**config.mk**
```make
export PLATFORM = sky130hd
export DESIGN_NAME = rrp_pins
export DESIGN_NICKNAME = d
export VERILOG_FILES = /design/src/logic/rrp_pkg.sv /design/src/logic/rrp_pins.sv
export VERILOG_INCLUDE_DIRS = /design/src /design/src/logic
export SDC_FILE = /design/constraint.sdc
export NUM_CORES = 1
export LEC_CHECK = 0
export ABC_AREA = 1
export BUFFER_PORTS_ARGS = -buffer_cell sky130_fd_sc_hd__buf_2
export CAP_MARGIN = 20
export CORE_MARGIN = 3
export CORE_UTILIZATION = 50
export DETAILED_ROUTE_END_ITERATION = 12
export HOLD_SLACK_MARGIN = 0.08
export PLACE_DENSITY = 0.71
export RECOVER_POWER = 50
export SETUP_SLACK_MARGIN = 0.02
export SKIP_LAST_GASP = 1
export SYNTH_ARGS = -nofsm -noshare
export SYNTH_HDL_FRONTEND = slang
export SYNTH_SLANG_ARGS = --single-unit
```
**constraint.sdc**
```tcl
create_clock -name mclk -period 2.4 [get_ports mclk]
set_clock_uncertainty 0.05 [all_clocks]
set_input_delay 0.12 -clock mclk [delete_from_list [all_inputs] [get_ports mclk]]
set_output_delay 0.12 -clock mclk [all_outputs]
set_load 0.01 [all_outputs]
```
**src/logic/rrp_map.svh**
```systemverilog
// Purpose: offsets, fields, reset values and timing counts
// Assumes: mclk at 20 MHz
// Notes:   counts are derived from the printed times
`ifndef RRP_MAP_SVH
`define RRP_MAP_SVH
`define RRP_MCLK_KHZ 20000
`define RRP_MCLK_HZ 20000000
`define RRP_TRST_MS 250
`define RRP_POWER_UP_RECOVERY_DELAY_MS 250
`define RRP_TPBDB_MS 250
`define RRP_TOSF_MS 100
`define RRP_RST_CYC (`RRP_TRST_MS * `RRP_MCLK_KHZ)
`define RRP_REC_CYC (`RRP_POWER_UP_RECOVERY_DELAY_MS * `RRP_MCLK_KHZ)
`define RRP_DEB_CYC (`RRP_TPBDB_MS * `RRP_MCLK_KHZ)
`define RRP_OSF_CYC (`RRP_TOSF_MS * `RRP_MCLK_KHZ)
`define RRP_RATE0_HZ 1
`define RRP_RATE1_HZ 1024
`define RRP_RATE2_HZ 4096
`define RRP_RATE3_HZ 8192
`define RRP_HALF(hz) (`RRP_MCLK_HZ / (2 * (hz)))
`define RRP_OFF_CTRL 8'h00
`define RRP_OFF_STAT 8'h04
`define RRP_OFF_ISTAT 8'h08
`define RRP_OFF_ICLR 8'h0C
`define RRP_OFF_IEN 8'h10
`define RRP_C_A1EN 0
`define RRP_C_A2EN 1
`define RRP_C_IOW 2
`define RRP_C_RSLO 3
`define RRP_C_RSHI 4
`define RRP_C_REFEN 5
`define RRP_C_ODIS 7
`define RRP_CTRL_RST 8'h24
`define RRP_EV_A1 0
`define RRP_EV_A2 1
`define RRP_EV_PF 2
`define RRP_EV_PB 3
`define RRP_EV_OS 4
`define RRP_IEN_RST 5'h00
`define RRP_S_OSF 0
`define RRP_S_DRV 1
`define RRP_S_SUP 2
`define RRP_S_ALIVE 3
`define RRP_GUARD 2'h3
`define RRP_RESP_OK 2'h0
`define RRP_RESP_ERR 2'h2
`endif

```
**src/logic/rrp_pkg.sv**
```systemverilog
// Purpose: types of the reset and pin block
// Assumes: nothing
// Notes:   one-hot state codes
package rrp_pkg;
  typedef enum logic [4:0]
  {
    ST_IDLE  = 5'h01,
    ST_DEB   = 5'h02,
    ST_FAIL  = 5'h04,
    ST_REC   = 5'h08,
    ST_PULSE = 5'h10
  } rrp_state_t;
endpackage

```
**src/logic/rrp_pins.sv**
```systemverilog
// Purpose: reset pin, interrupt/wave pin, stop flag, ref clock out
// Assumes: pins and refClkIn arrive asynchronously
// Notes:   registers over AXI4-Lite, low byte lane only
//
// How it works
// - With the select bit clear the shared pin carries a square wave at the chosen rate.
// - With the select bit set the shared pin goes low on an enabled alarm match.
// - After power-on reset the select bit is set and both alarms are disabled.
// - The reset pin is held low while supply is bad and released after the recovery delay.
// - A debounced low on the reset pin from outside produces a full reset pulse.
// - The recovery delay before release applies only with the oscillator enabled and running.
// - With the oscillator disabled the reset pin is released at once after supply returns.
// - The reset pin level never resets this logic or the counters.
// - The stop flag sets only after the oscillator has been stopped for the full period.
// - That stop detection period is 100 ms.
// - The reference clock output keeps running while enabled, on either supply.
//
// Local design decisions: the address map and the AXI4-Lite slave port.
`timescale 1ns/1ps
`include "rrp_map.svh"
module rrp_pins
#(
  parameter logic [23:0] RST_CYC  = 24'(`RRP_RST_CYC),
  parameter logic [23:0] REC_CYC  = 24'(`RRP_REC_CYC),
  parameter logic [23:0] DEB_CYC  = 24'(`RRP_DEB_CYC),
  parameter logic [23:0] OSF_CYC  = 24'(`RRP_OSF_CYC),
  parameter logic [23:0] W0_HALF  = 24'(`RRP_HALF(`RRP_RATE0_HZ)),
  parameter logic [23:0] W1_HALF  = 24'(`RRP_HALF(`RRP_RATE1_HZ))
)
(
  input  wire logic        mclk,
  input  wire logic        resetn,
  input  wire logic [7:0]  awaddr,
  input  wire logic        awvalid,
  output logic             awready,
  input  wire logic [31:0] wdata,
  input  wire logic [3:0]  wstrb,
  input  wire logic        wvalid,
  output logic             wready,
  output logic [1:0]       bresp,
  output logic             bvalid,
  input  wire logic        bready,
  input  wire logic [7:0]  araddr,
  input  wire logic        arvalid,
  output logic             arready,
  output logic [31:0]      rdata,
  output logic [1:0]       rresp,
  output logic             rvalid,
  input  wire logic        rready,
  input  wire logic        supplyOk,
  input  wire logic        alarm1Match,
  input  wire logic        alarm2Match,
  input  wire logic        refClkIn,
  input  wire logic        rstPinIn,
  output logic             rstPinOut,
  output logic             rstPinOe,
  output logic             intPinOut,
  output logic             intPinOe,
  output logic             refClkPinOut,
  output logic             refClkPinOe,
  output logic             irq
);
  // ----------------------------------------
  // synchronisers
  // ----------------------------------------
  logic [2:0] syncA;
  logic [2:0] syncB;
  logic       refPrev;
  wire logic  supOk  = syncB[0];
  wire logic  pinHi  = syncB[1];
  wire logic  refLvl = syncB[2];

  always_ff @(posedge mclk)
  begin
    syncA   <= {refClkIn, rstPinIn, supplyOk};
    syncB   <= syncA;
    refPrev <= refLvl;
  end

  // ----------------------------------------
  // registers
  // ----------------------------------------
  logic [7:0]  ctrl;
  logic [4:0]  iStat;
  logic [4:0]  iEn;
  logic        oscStoppedFlag;
  logic        oscAlive;
  logic [7:0]  awAddrQ;
  logic [7:0]  wDataQ;
  logic        wLane0;
  logic        awHave;
  logic        wHave;
  logic [4:0]  events;
  logic        osfSet;
  wire logic   doWr   = awHave && wHave && !bvalid;
  wire logic   wrLow  = doWr && wLane0;
  wire logic   irqOrWaveSelect = ctrl[`RRP_C_IOW];
  wire logic   oscDisable      = ctrl[`RRP_C_ODIS];

  // write address and data taken in either order
  always_ff @(posedge mclk)
  begin
    if (!resetn)
    begin
      awHave  <= 1'b0;
      wHave   <= 1'b0;
      awready <= 1'b0;
      wready  <= 1'b0;
      bvalid  <= 1'b0;
      bresp   <= `RRP_RESP_OK;
      awAddrQ <= 8'h00;
      wDataQ  <= 8'h00;
      wLane0  <= 1'b0;
    end
    else
    begin
      // ready never waits on valid low, else a master leading with valid deadlocks
      awready <= !awHave;
      wready  <= !wHave;
      if (awvalid && awready)
      begin
        awHave  <= 1'b1;
        awAddrQ <= awaddr;
        awready <= 1'b0;
      end
      if (wvalid && wready)
      begin
        wHave  <= 1'b1;
        wDataQ <= wdata[7:0];
        wLane0 <= wstrb[0];
        wready <= 1'b0;
      end
      if (doWr)
      begin
        awHave <= 1'b0;
        wHave  <= 1'b0;
        bvalid <= 1'b1;
        case (awAddrQ)
          `RRP_OFF_CTRL, `RRP_OFF_STAT, `RRP_OFF_ICLR, `RRP_OFF_IEN: bresp <= `RRP_RESP_OK;
          default: bresp <= `RRP_RESP_ERR;
        endcase
      end
      else if (bvalid && bready)
        bvalid <= 1'b0;
    end
  end

  // software state; reset pin level does not reach here
  // only resetn resets
  always_ff @(posedge mclk)
  begin
    if (!resetn)
    begin
      ctrl <= `RRP_CTRL_RST;
      iEn  <= `RRP_IEN_RST;
    end
    else if (wrLow && awAddrQ == `RRP_OFF_CTRL)
      ctrl <= wDataQ;
    else if (wrLow && awAddrQ == `RRP_OFF_IEN)
      iEn <= wDataQ[4:0];
  end

  // sticky status, a set beats a clear in the same cycle
  always_ff @(posedge mclk)
  begin
    if (!resetn)
      iStat <= 5'h00;
    else if (wrLow && awAddrQ == `RRP_OFF_ICLR)
      iStat <= (iStat & ~wDataQ[4:0]) | events;
    else
      iStat <= iStat | events;
  end

  always_ff @(posedge mclk)
  begin
    if (!resetn)
      irq <= 1'b0;
    else
      irq <= |(iStat & iEn);
  end

  // read channel, one cycle after address
  always_ff @(posedge mclk)
  begin
    if (!resetn)
    begin
      arready <= 1'b0;
      rvalid  <= 1'b0;
      rdata   <= 32'h0000_0000;
      rresp   <= `RRP_RESP_OK;
    end
    else if (arvalid && arready)
    begin
      arready <= 1'b0;
      rvalid  <= 1'b1;
      rresp   <= `RRP_RESP_OK;
      case (araddr)
        `RRP_OFF_CTRL:  rdata <= {24'h000000, ctrl};
        `RRP_OFF_STAT:  rdata <= {28'h0000000, oscAlive, supOk, rstPinOe, oscStoppedFlag};
        `RRP_OFF_ISTAT: rdata <= {27'h0000000, iStat};
        `RRP_OFF_IEN:   rdata <= {27'h0000000, iEn};
        `RRP_OFF_ICLR:  rdata <= 32'h0000_0000;
        default:
        begin
          rdata <= 32'h0000_0000;
          rresp <= `RRP_RESP_ERR;
        end
      endcase
    end
    else if (rvalid && rready)
      rvalid <= 1'b0;
    else
      arready <= !rvalid;
  end

  // ----------------------------------------
  // oscillator stop detector
  // ----------------------------------------
  logic [23:0] stopCnt;
  wire logic   refEdge = refLvl ^ refPrev;
  assign osfSet = stopCnt == OSF_CYC - 24'h000001;

  // count mclk cycles with no oscillator edge
  always_ff @(posedge mclk)
  begin
    if (!resetn || refEdge)
      stopCnt <= 24'h000000;
    else if (!osfSet)
      stopCnt <= stopCnt + 24'h000001;
  end

  always_ff @(posedge mclk)
  begin
    if (!resetn)
    begin
      oscStoppedFlag <= 1'b0;
      oscAlive       <= 1'b0;
    end
    else
    begin
      oscAlive <= refEdge ? 1'b1 : (osfSet ? 1'b0 : oscAlive);
      if (osfSet)
        oscStoppedFlag <= 1'b1;
      else if (wrLow && awAddrQ == `RRP_OFF_STAT && wDataQ[`RRP_S_OSF])
        oscStoppedFlag <= 1'b0;
    end
  end

  // ----------------------------------------
  // reset pin sequencer
  // ----------------------------------------
  rrp_pkg::rrp_state_t state;
  rrp_pkg::rrp_state_t next_state;
  logic [23:0] cnt;
  logic [1:0]  guard;
  wire logic   cntDone = (state == rrp_pkg::ST_DEB   && cnt == DEB_CYC - 24'h000001)
                      || (state == rrp_pkg::ST_REC   && cnt == REC_CYC - 24'h000001)
                      || (state == rrp_pkg::ST_PULSE && cnt == RST_CYC - 24'h000001);

  always_comb
  begin
    next_state = state;
    case (state)
      rrp_pkg::ST_IDLE:
        if (!supOk)
          next_state = rrp_pkg::ST_FAIL;
        else if (!pinHi && guard == `RRP_GUARD)
          next_state = rrp_pkg::ST_DEB;
      rrp_pkg::ST_DEB:
        if (!supOk)
          next_state = rrp_pkg::ST_FAIL;
        else if (pinHi)
          next_state = rrp_pkg::ST_IDLE;
        else if (cntDone)
          next_state = rrp_pkg::ST_PULSE;
      // delay only with oscillator on and running
      rrp_pkg::ST_FAIL:
        if (supOk)
          next_state = (oscDisable || !oscAlive) ? rrp_pkg::ST_IDLE : rrp_pkg::ST_REC;
      rrp_pkg::ST_REC:
        if (!supOk)
          next_state = rrp_pkg::ST_FAIL;
        else if (cntDone)
          next_state = rrp_pkg::ST_IDLE;
      rrp_pkg::ST_PULSE:
        if (!supOk)
          next_state = rrp_pkg::ST_FAIL;
        else if (cntDone)
          next_state = rrp_pkg::ST_IDLE;
      default:
        next_state = rrp_pkg::ST_FAIL;
    endcase
  end

  // guard lets the pin recover after our own release
  always_ff @(posedge mclk)
  begin
    if (!resetn)
    begin
      state    <= rrp_pkg::ST_FAIL;
      cnt      <= 24'h000000;
      guard    <= 2'h0;
      rstPinOe <= 1'b1;
    end
    else
    begin
      state <= next_state;
      cnt   <= (next_state != state) ? 24'h000000 : cnt + 24'h000001;
      guard <= (state != rrp_pkg::ST_IDLE) ? 2'h0 : (guard == `RRP_GUARD ? guard : guard + 2'h1);
      // drive low in fail, recovery and pulse
      rstPinOe <= next_state == rrp_pkg::ST_FAIL || next_state == rrp_pkg::ST_REC
               || next_state == rrp_pkg::ST_PULSE;
    end
  end

  always_comb
  begin
    events = 5'h00;
    events[`RRP_EV_A1] = alarm1Match && ctrl[`RRP_C_A1EN];
    events[`RRP_EV_A2] = alarm2Match && ctrl[`RRP_C_A2EN];
    events[`RRP_EV_PF] = next_state == rrp_pkg::ST_FAIL && state != rrp_pkg::ST_FAIL;
    events[`RRP_EV_PB] = state == rrp_pkg::ST_DEB && next_state == rrp_pkg::ST_PULSE;
    events[`RRP_EV_OS] = osfSet && !oscStoppedFlag;
  end

  // ----------------------------------------
  // wave, interrupt and reference pins
  // ----------------------------------------
  logic [23:0] waveCnt;
  logic [23:0] waveHalf;
  logic        wave;
  wire logic   alarmAct = iStat[`RRP_EV_A1] && ctrl[`RRP_C_A1EN]
                       || iStat[`RRP_EV_A2] && ctrl[`RRP_C_A2EN];

  always_comb
  begin
    case ({ctrl[`RRP_C_RSHI], ctrl[`RRP_C_RSLO]})
      2'h0:    waveHalf = W0_HALF;
      2'h1:    waveHalf = W1_HALF;
      2'h2:    waveHalf = 24'(`RRP_HALF(`RRP_RATE2_HZ));
      default: waveHalf = 24'(`RRP_HALF(`RRP_RATE3_HZ));
    endcase
  end

  // divider toggles at each half period
  always_ff @(posedge mclk)
  begin
    if (!resetn || waveCnt >= waveHalf - 24'h000001)
      waveCnt <= 24'h000000;
    else
      waveCnt <= waveCnt + 24'h000001;
    if (!resetn)
      wave <= 1'b0;
    else if (waveCnt >= waveHalf - 24'h000001)
      wave <= !wave;
  end

  always_ff @(posedge mclk)
  begin
    if (!resetn)
    begin
      intPinOe    <= 1'b0;
      refClkPinOe <= 1'b0;
    end
    else
    begin
      // open drain, low means enable high
      intPinOe    <= irqOrWaveSelect ? alarmAct : !wave;
      // no supply term gates the output
      refClkPinOe <= ctrl[`RRP_C_REFEN] && !refLvl;
    end
  end

  assign rstPinOut    = 1'b0;
  assign intPinOut    = 1'b0;
  assign refClkPinOut = 1'b0;
endmodule

```
# ---- After elaboration in Yosys (flattened, before gate mapping)
# Cells that the tools add are included.
dict set report totals {
  regBits 171
  output_inout_bits 48
  elab_cells 153
}
dict set report classes {
  n_addsub 5
  order_cmp 1
  n_eq_ne 23
  muxes 24
  n_bitwise 8
  n_reduce_logical 61
}
# op n
set ops {}
lappend ops {{adder 24 x 1 -> 24 bit, second input constant} 3}
lappend ops {{one-hot mux 24 bit (3 select lines)} 1}
lappend ops {{two-way mux 5 bit} 9}
lappend ops {{one-hot mux 8 bit (4 select lines)} 1}
lappend ops {{logical AND 1 bit} 25}
lappend ops {{equality test 24 x 21 -> 1 bit, second input constant} 1}
lappend ops {{equality test 24 x 23 -> 1 bit, second input constant} 1}
lappend ops {{equality test 8 x 4 -> 1 bit, second input constant} 3}
lappend ops {{greater-or-equal comparator 24 bit} 1}
lappend ops {{subtractor 24 x 1 -> 24 bit, second input constant} 1}
lappend ops {{one-hot mux 5 bit (4 select lines)} 1}
lappend ops {{equality test 8 x 3 -> 1 bit, second input constant} 2}
lappend ops {{equality test 8 x 5 -> 1 bit, second input constant} 2}
lappend ops {{logical NOT 8 bit} 2}
lappend ops {{OR reduction 2 bit} 7}
lappend ops {{AND 5 bit} 2}
lappend ops {{equality test 5 x 3 -> 1 bit, second input constant} 2}
lappend ops {{equality test 5 x 4 -> 1 bit, second input constant} 2}
lappend ops {{equality test 5 bit, second input constant} 2}
lappend ops {{logical NOT 1 bit} 10}
lappend ops {{OR 5 bit} 2}
lappend ops {{OR reduction 5 bit} 2}
lappend ops {{two-way mux 1 bit} 9}
lappend ops {{logical OR 1 bit} 8}
lappend ops {{17 further kinds} 23}

# ---- Depth between registers and ports, before layout
dict set report depth {
  word_depth 12
  mapped_depth 16
}

# ---- Worst setup path before layout
# OpenSTA, ideal clock, no wires.
dict set report synth_path {
  path_type {reg2reg}
  from {register ctrl[3]}
  to {register waveCnt[18]}
  setup_time_ps 128
  arrival_ps 2357
  slack_ps -134
  path_stages_with_launch 16
  synth_period_minus_slack_ps 2534
  cell_sequence {dfxtp_1 inv_1 ha_1 inv_1 ha_1 nor3_1 nand3_1 ha_1 nand2_1 nor2_1 nand4_1 inv_1 nand4_1 nand4_1 clkbuf_1 nor2_1}
}
dict set report synth_via {
  elab_chain_cells 5
  elab_cells_between_ends 7
  classes_between {add/sub: 1; order compare: 1; eq/ne: 2; mux: 1; reduce/logical: 2}
}
# element line
set synth_rtl {}
lappend synth_rtl {{start, declared} rrp_pins.sv:83} ;# logic [7:0] ctrl;
lappend synth_rtl {{start signal, assigned} rrp_pins.sv:154} ;# ctrl <= `RRP_CTRL_RST;
lappend synth_rtl {{start signal, assigned} rrp_pins.sv:158} ;# ctrl <= wDataQ;
lappend synth_rtl {{equality test 2 bit (tied with other cells)} rrp_pins.sv:337} ;# case ({ctrl[`RRP_C_RSHI], ctrl[`RRP_C_RSLO]})
lappend synth_rtl {{one-hot mux 24 bit (3 select lines) *} rrp_pins.sv:337}
lappend synth_rtl {{subtractor 24 x 1 -> 24 bit *} rrp_pins.sv:348} ;# if (!resetn || waveCnt >= waveHalf - 24'h000001)
lappend synth_rtl {{greater-or-equal comparator 24 bit *} rrp_pins.sv:348}
lappend synth_rtl {{logical OR 1 bit *} rrp_pins.sv:348}
lappend synth_rtl {{end signal, assigned} rrp_pins.sv:351} ;# waveCnt <= waveCnt + 24'h000001;
lappend synth_rtl {{end, declared} rrp_pins.sv:329} ;# logic [23:0] waveCnt;
# Every way passes the cells marked *; elsewhere a longest branch is shown, timed or not.
# A chain may end at the register's enable or synchronous reset.

# ---- Worst setup path after layout
dict set report layout_path {
  from {register ctrl[4]}
  to {register waveCnt[20]}
}
# Same word-level chain as after synthesis.

==> results by group <==
Die
  – Die height: 128 um
  – Core Box Area: 14200 sq um
  – Die area: 16400 sq um
  – I/O pin count: 112
  – Effective utilization at floorplan: 0.524
  – Std-Cell Rows: 43
  – Width of the chip: 128 um

Global routing
  – Number of antenna violations at the first check in global routing: 0
  – Maximum number of pins on one net before global-route repair: 33
  – Wire length of the first global-routing pass: 29.1 mm
  – Total overflow reported by the global router: 0
  – Global routing usage summed across all routing layers: 0.220
  – Number of global-route vias before repair: 6322

Cells and area
  – Layout net count: 1235
  – Count of filler cells inserted in the layout: 1230
  – Most frequent cells in the layout: 169 x nand2_1, 143 x dfxtp_1, 128 x inv_1
  – Fraction of layout cells with a size suffix above 1: 0.153
  – Area grow syn2layout: 23.0%
  – Diodes inserted: 0
  – Most common cell after layout, fill and taps aside: nand2_1
  – Fin area: 9150 sq um

Worst hold path
  – End of the worst hold path: rresp[1]
  – Launch instance of the worst min-delay path: araddr[2]
  – Worst hold path type: input pin to flip-flop
  – Number of cells on the worst hold path: 4

Detailed routing
  – DRT Pass-1 Iters: 5
  – Total routed wirelength: 17.7 mm
  – Violation count after the first detailed-routing iteration: 410
  – Vias per cell: 5.13
  – Via Count: 6821
  – WL per Instance: 13.3 um
  – Antenna viol nets, final: 0
  – Total DRC errors in the routed layout: 0

Place
  – Placed wire-length estimate: 11.6 mm
  – Number of buffers inserted by port buffering: 55
  – Placed cell areas: 7860 sq um
  – RD Place Congestion: 0.854

Pwr
  – Ratio of total power to cell area: 600 nW/um^2
  – Worst voltage drop across the vdd grid: 0.543 mV
  – Leak pwr: 3.67 nW

Status
  – Outcome: finished, violations left
  – Failing checks: setup timing

Critical path
  – Minimum setup slack among reg-to-reg paths: -0.25 ns
  – Launch instance of the worst register-to-register path: ctrl[4]
  – Maximum fanout along the worst path: 6
  – Type of the worst setup path: flip-flop to flip-flop
  – Arrival time at the worst endpoint: 2.96 ns
  – Endpoint of the worst-slack reg-to-reg timing path: waveCnt[20]
  – Critical Path Source Type: flip-flop
  – Endpoint required time on the critical path: 2.72 ns
  – Type of element capturing the critical path: flip-flop
  – Worst Reg2Reg Path Length in Cells: 14

STA
  – Final setup margin: -0.246 ns
  – Max Transition Viols Final: 0
  – Portion of the clock cycle consumed by the worst path in the final layout: 1.10
  – Max Fclk: 378 MHz
  – Actual slew at the worst max-slew pin: 0.548 ns
  – Total negative setup slack: -4.80 ns
  – Setup repair after global routing missed its margin: true
  – Clock period minus final worst setup slack: 2.65 ns
  – Final Hold Fails: 0
  – Worst slew margin: 0.632
  – Final Setup Violations: 25

Logic synthesis
  – Multiplexer area fraction after synthesis: 0.00135
  – Combinational family with the most area after synthesis: simple AND/OR/NAND/NOR gates
  – Yosys warns: 0
  – Post-Synth Simple-Gate Area: 0.275
  – Part of the Yosys area used for sequential elements: 0.390
  – Post-synthesis compound-gate area fraction: 0.112
  – Post-Synthesis Mean Instance Area: 7.31 sq um
  – Gate count of the mapped netlist: 1018
  – Xor and xnor fraction of the mapped netlist area: 0.0518
  – Number of synthesized register bits: 145
  – Number of different library cells in the post-synthesis netlist: 43
  – Syn Std Cell Area: 7440 sq um
  – Adder and majority cell fraction of the synthesized area: 0.0589

Clock network
  – TritonCTS clock tree: done
  – Number of buffers created by CTS: 17
  – Count of clock tree sinks: 145
  – Clock root buffer: clkbuf_16
  – Count of H-tree levels built during CTS: 4
  – Buffers from clock root to sink, at most: 2
  – Clock transition at the registers of the reported paths: 0.06 ns
  – Insertion delay of the later-clocked pin in the worst-skew pair: 0.43 ns

Run
  – Max-Cap Viols: 0
## worst max-delay path by stage
stage	slack, ns	end	cells after the start	start
final	-0.25	waveCnt[20]	14	ctrl[4]
after global routing	-0.39	waveCnt[4]	14	ctrl[4]
after CTS	-0.03	waveCnt[4]	14	ctrl[4]
after detailed placement	-0.04	waveCnt[5]	15	ctrl[4]
after global placement	0.02	waveCnt[3]	15	ctrl[4]
after floorplan	0.04	waveCnt[20]	15	ctrl[3]
## per-stage QoR
| step | utilization | instances | hold WS (ns) | power (mW) | setup slack, ns |
|---|---|---|---|---|---|
| 2_1_floorplan | - | 1048 | 0.0977 | 2.84 | 0.0418 |
| 3_3_place_gp | 0.553 | 1248 | 0.172 | 2.91 | 0.0222 |
| 3_5_place_dp | 0.553 | 1248 | 0.174 | 2.92 | -0.0385 |
| 4_1_cts | 0.639 | 1327 | 0.0800 | 5.53 | -0.0333 |
| 5_1_grt | 0.644 | 1329 | 0.114 | 5.71 | -0.394 |
| 6_report | 0.644 | 1329 | 0.0899 | 5.49 | -0.246 |
## area by class of cell
cell class,instances,area (sq um),area share
inverter,138,531,0.0580
sequential,145,2910,0.318
clock inverter,13,125,0.0137
clock buffer,19,443,0.0484
multi-input combinational,719,4060,0.444
timing repair buffer,115,856,0.0935
tap,180,225,0.0246
## flip-flops by register name, summed over array words and instances, names as in the netlist, 2 cells and up
| name | cells |
|---|---|
| stopCnt | 24 |
| ctrl | 8 |
| awAddrQ | 8 |
| guard | 2 |
| iEn | 5 |
| waveCnt | 24 |
| syncA | 3 |
| rdata | 8 |
| cnt | 24 |
| wDataQ | 8 |
| state | 5 |
| iStat | 5 |
| syncB | 3 |
## per-layer routing
layer	GRT usage	part of all wire
met5	0	0
met4	0.0737	0.015
met3	0.0488	0.046
met2	0.365	0.48
met1	0.285	0.46
## power breakdown
part | switching (mW) | internal, mW
Combinational | 0.258 | 0.166
Clock | 1.09 | 1.47
Sequential | 0.0406 | 2.47
Total | 1.39 | 4.10
## cell families (layout without fill, tap and decap cells)
family / Yosys count / count (layout)
simple gates: 454 / 454
other cells: 2 / 32
buf+inv: 184 / 285
fa+ha+maj: 35 / 35
xor+xnor: 44 / 44
mux: 1 / 1
flops: 145 / 145
compound gates: 153 / 153
## synthesized netlist by cell type (all sizes together)
| library cell | number | area (sq um) |
|---|---|---|
| inv | 137 | 514 |
| or2 | 7 | 43.8 |
| ha | 35 | 438 |
| nor4 | 11 | 83.8 |
| nand3 | 34 | 180 |
| o21bai | 1 | 7.51 |
| mux2i | 1 | 10.0 |
| buf | 36 | 262 |
| clkinv | 1 | 3.75 |
| a22o | 1 | 8.76 |
| nor2 | 154 | 646 |
| xnor2 | 8 | 70.1 |
| xor2 | 36 | 315 |
| conb | 2 | 7.51 |
| or3 | 2 | 12.5 |
| nor2b | 1 | 6.26 |
| a221oi | 2 | 17.5 |
| a21oi | 74 | 370 |
| o22ai | 4 | 25.0 |
| nand4 | 33 | 206 |
| nor3 | 37 | 195 |
| o221ai | 1 | 8.76 |
| a211oi | 7 | 52.6 |
| dfxtp | 145 | 2900 |
| o211ai | 6 | 45.0 |
| o21a | 1 | 7.51 |
| o21ai | 52 | 264 |
| o41ai | 1 | 8.76 |
| nor3b | 1 | 7.51 |
| clkbuf | 10 | 37.5 |
| a31oi | 3 | 18.8 |
| nand2 | 174 | 661 |
## critical path, cell delays in order (launching register included)
cell and delay (ns):
dfxtp_4 0.37, inv_6 0.08, ha_4 0.16, inv_4 0.04, buf_4 0.15, ha_1 0.32
a21oi_1 0.21, o21ai_0 0.15, nand2_1 0.10, o211ai_1 0.10, a21oi_2 0.16, nand4_1 0.20
buf_4 0.21, clkbuf_16 0.16, a21oi_2 0.10
## timing repair
action	4_1_cts	5_1_grt
pin swaps	2	5
cloned	2	1
hold buffers	32	0
endpoints found under the setup margin	24	25
setup buffers	13	2
hold endpoints to repair	27	0
gates resized for setup	39	22
Note: power is estimated with default switching activity, not from simulation.
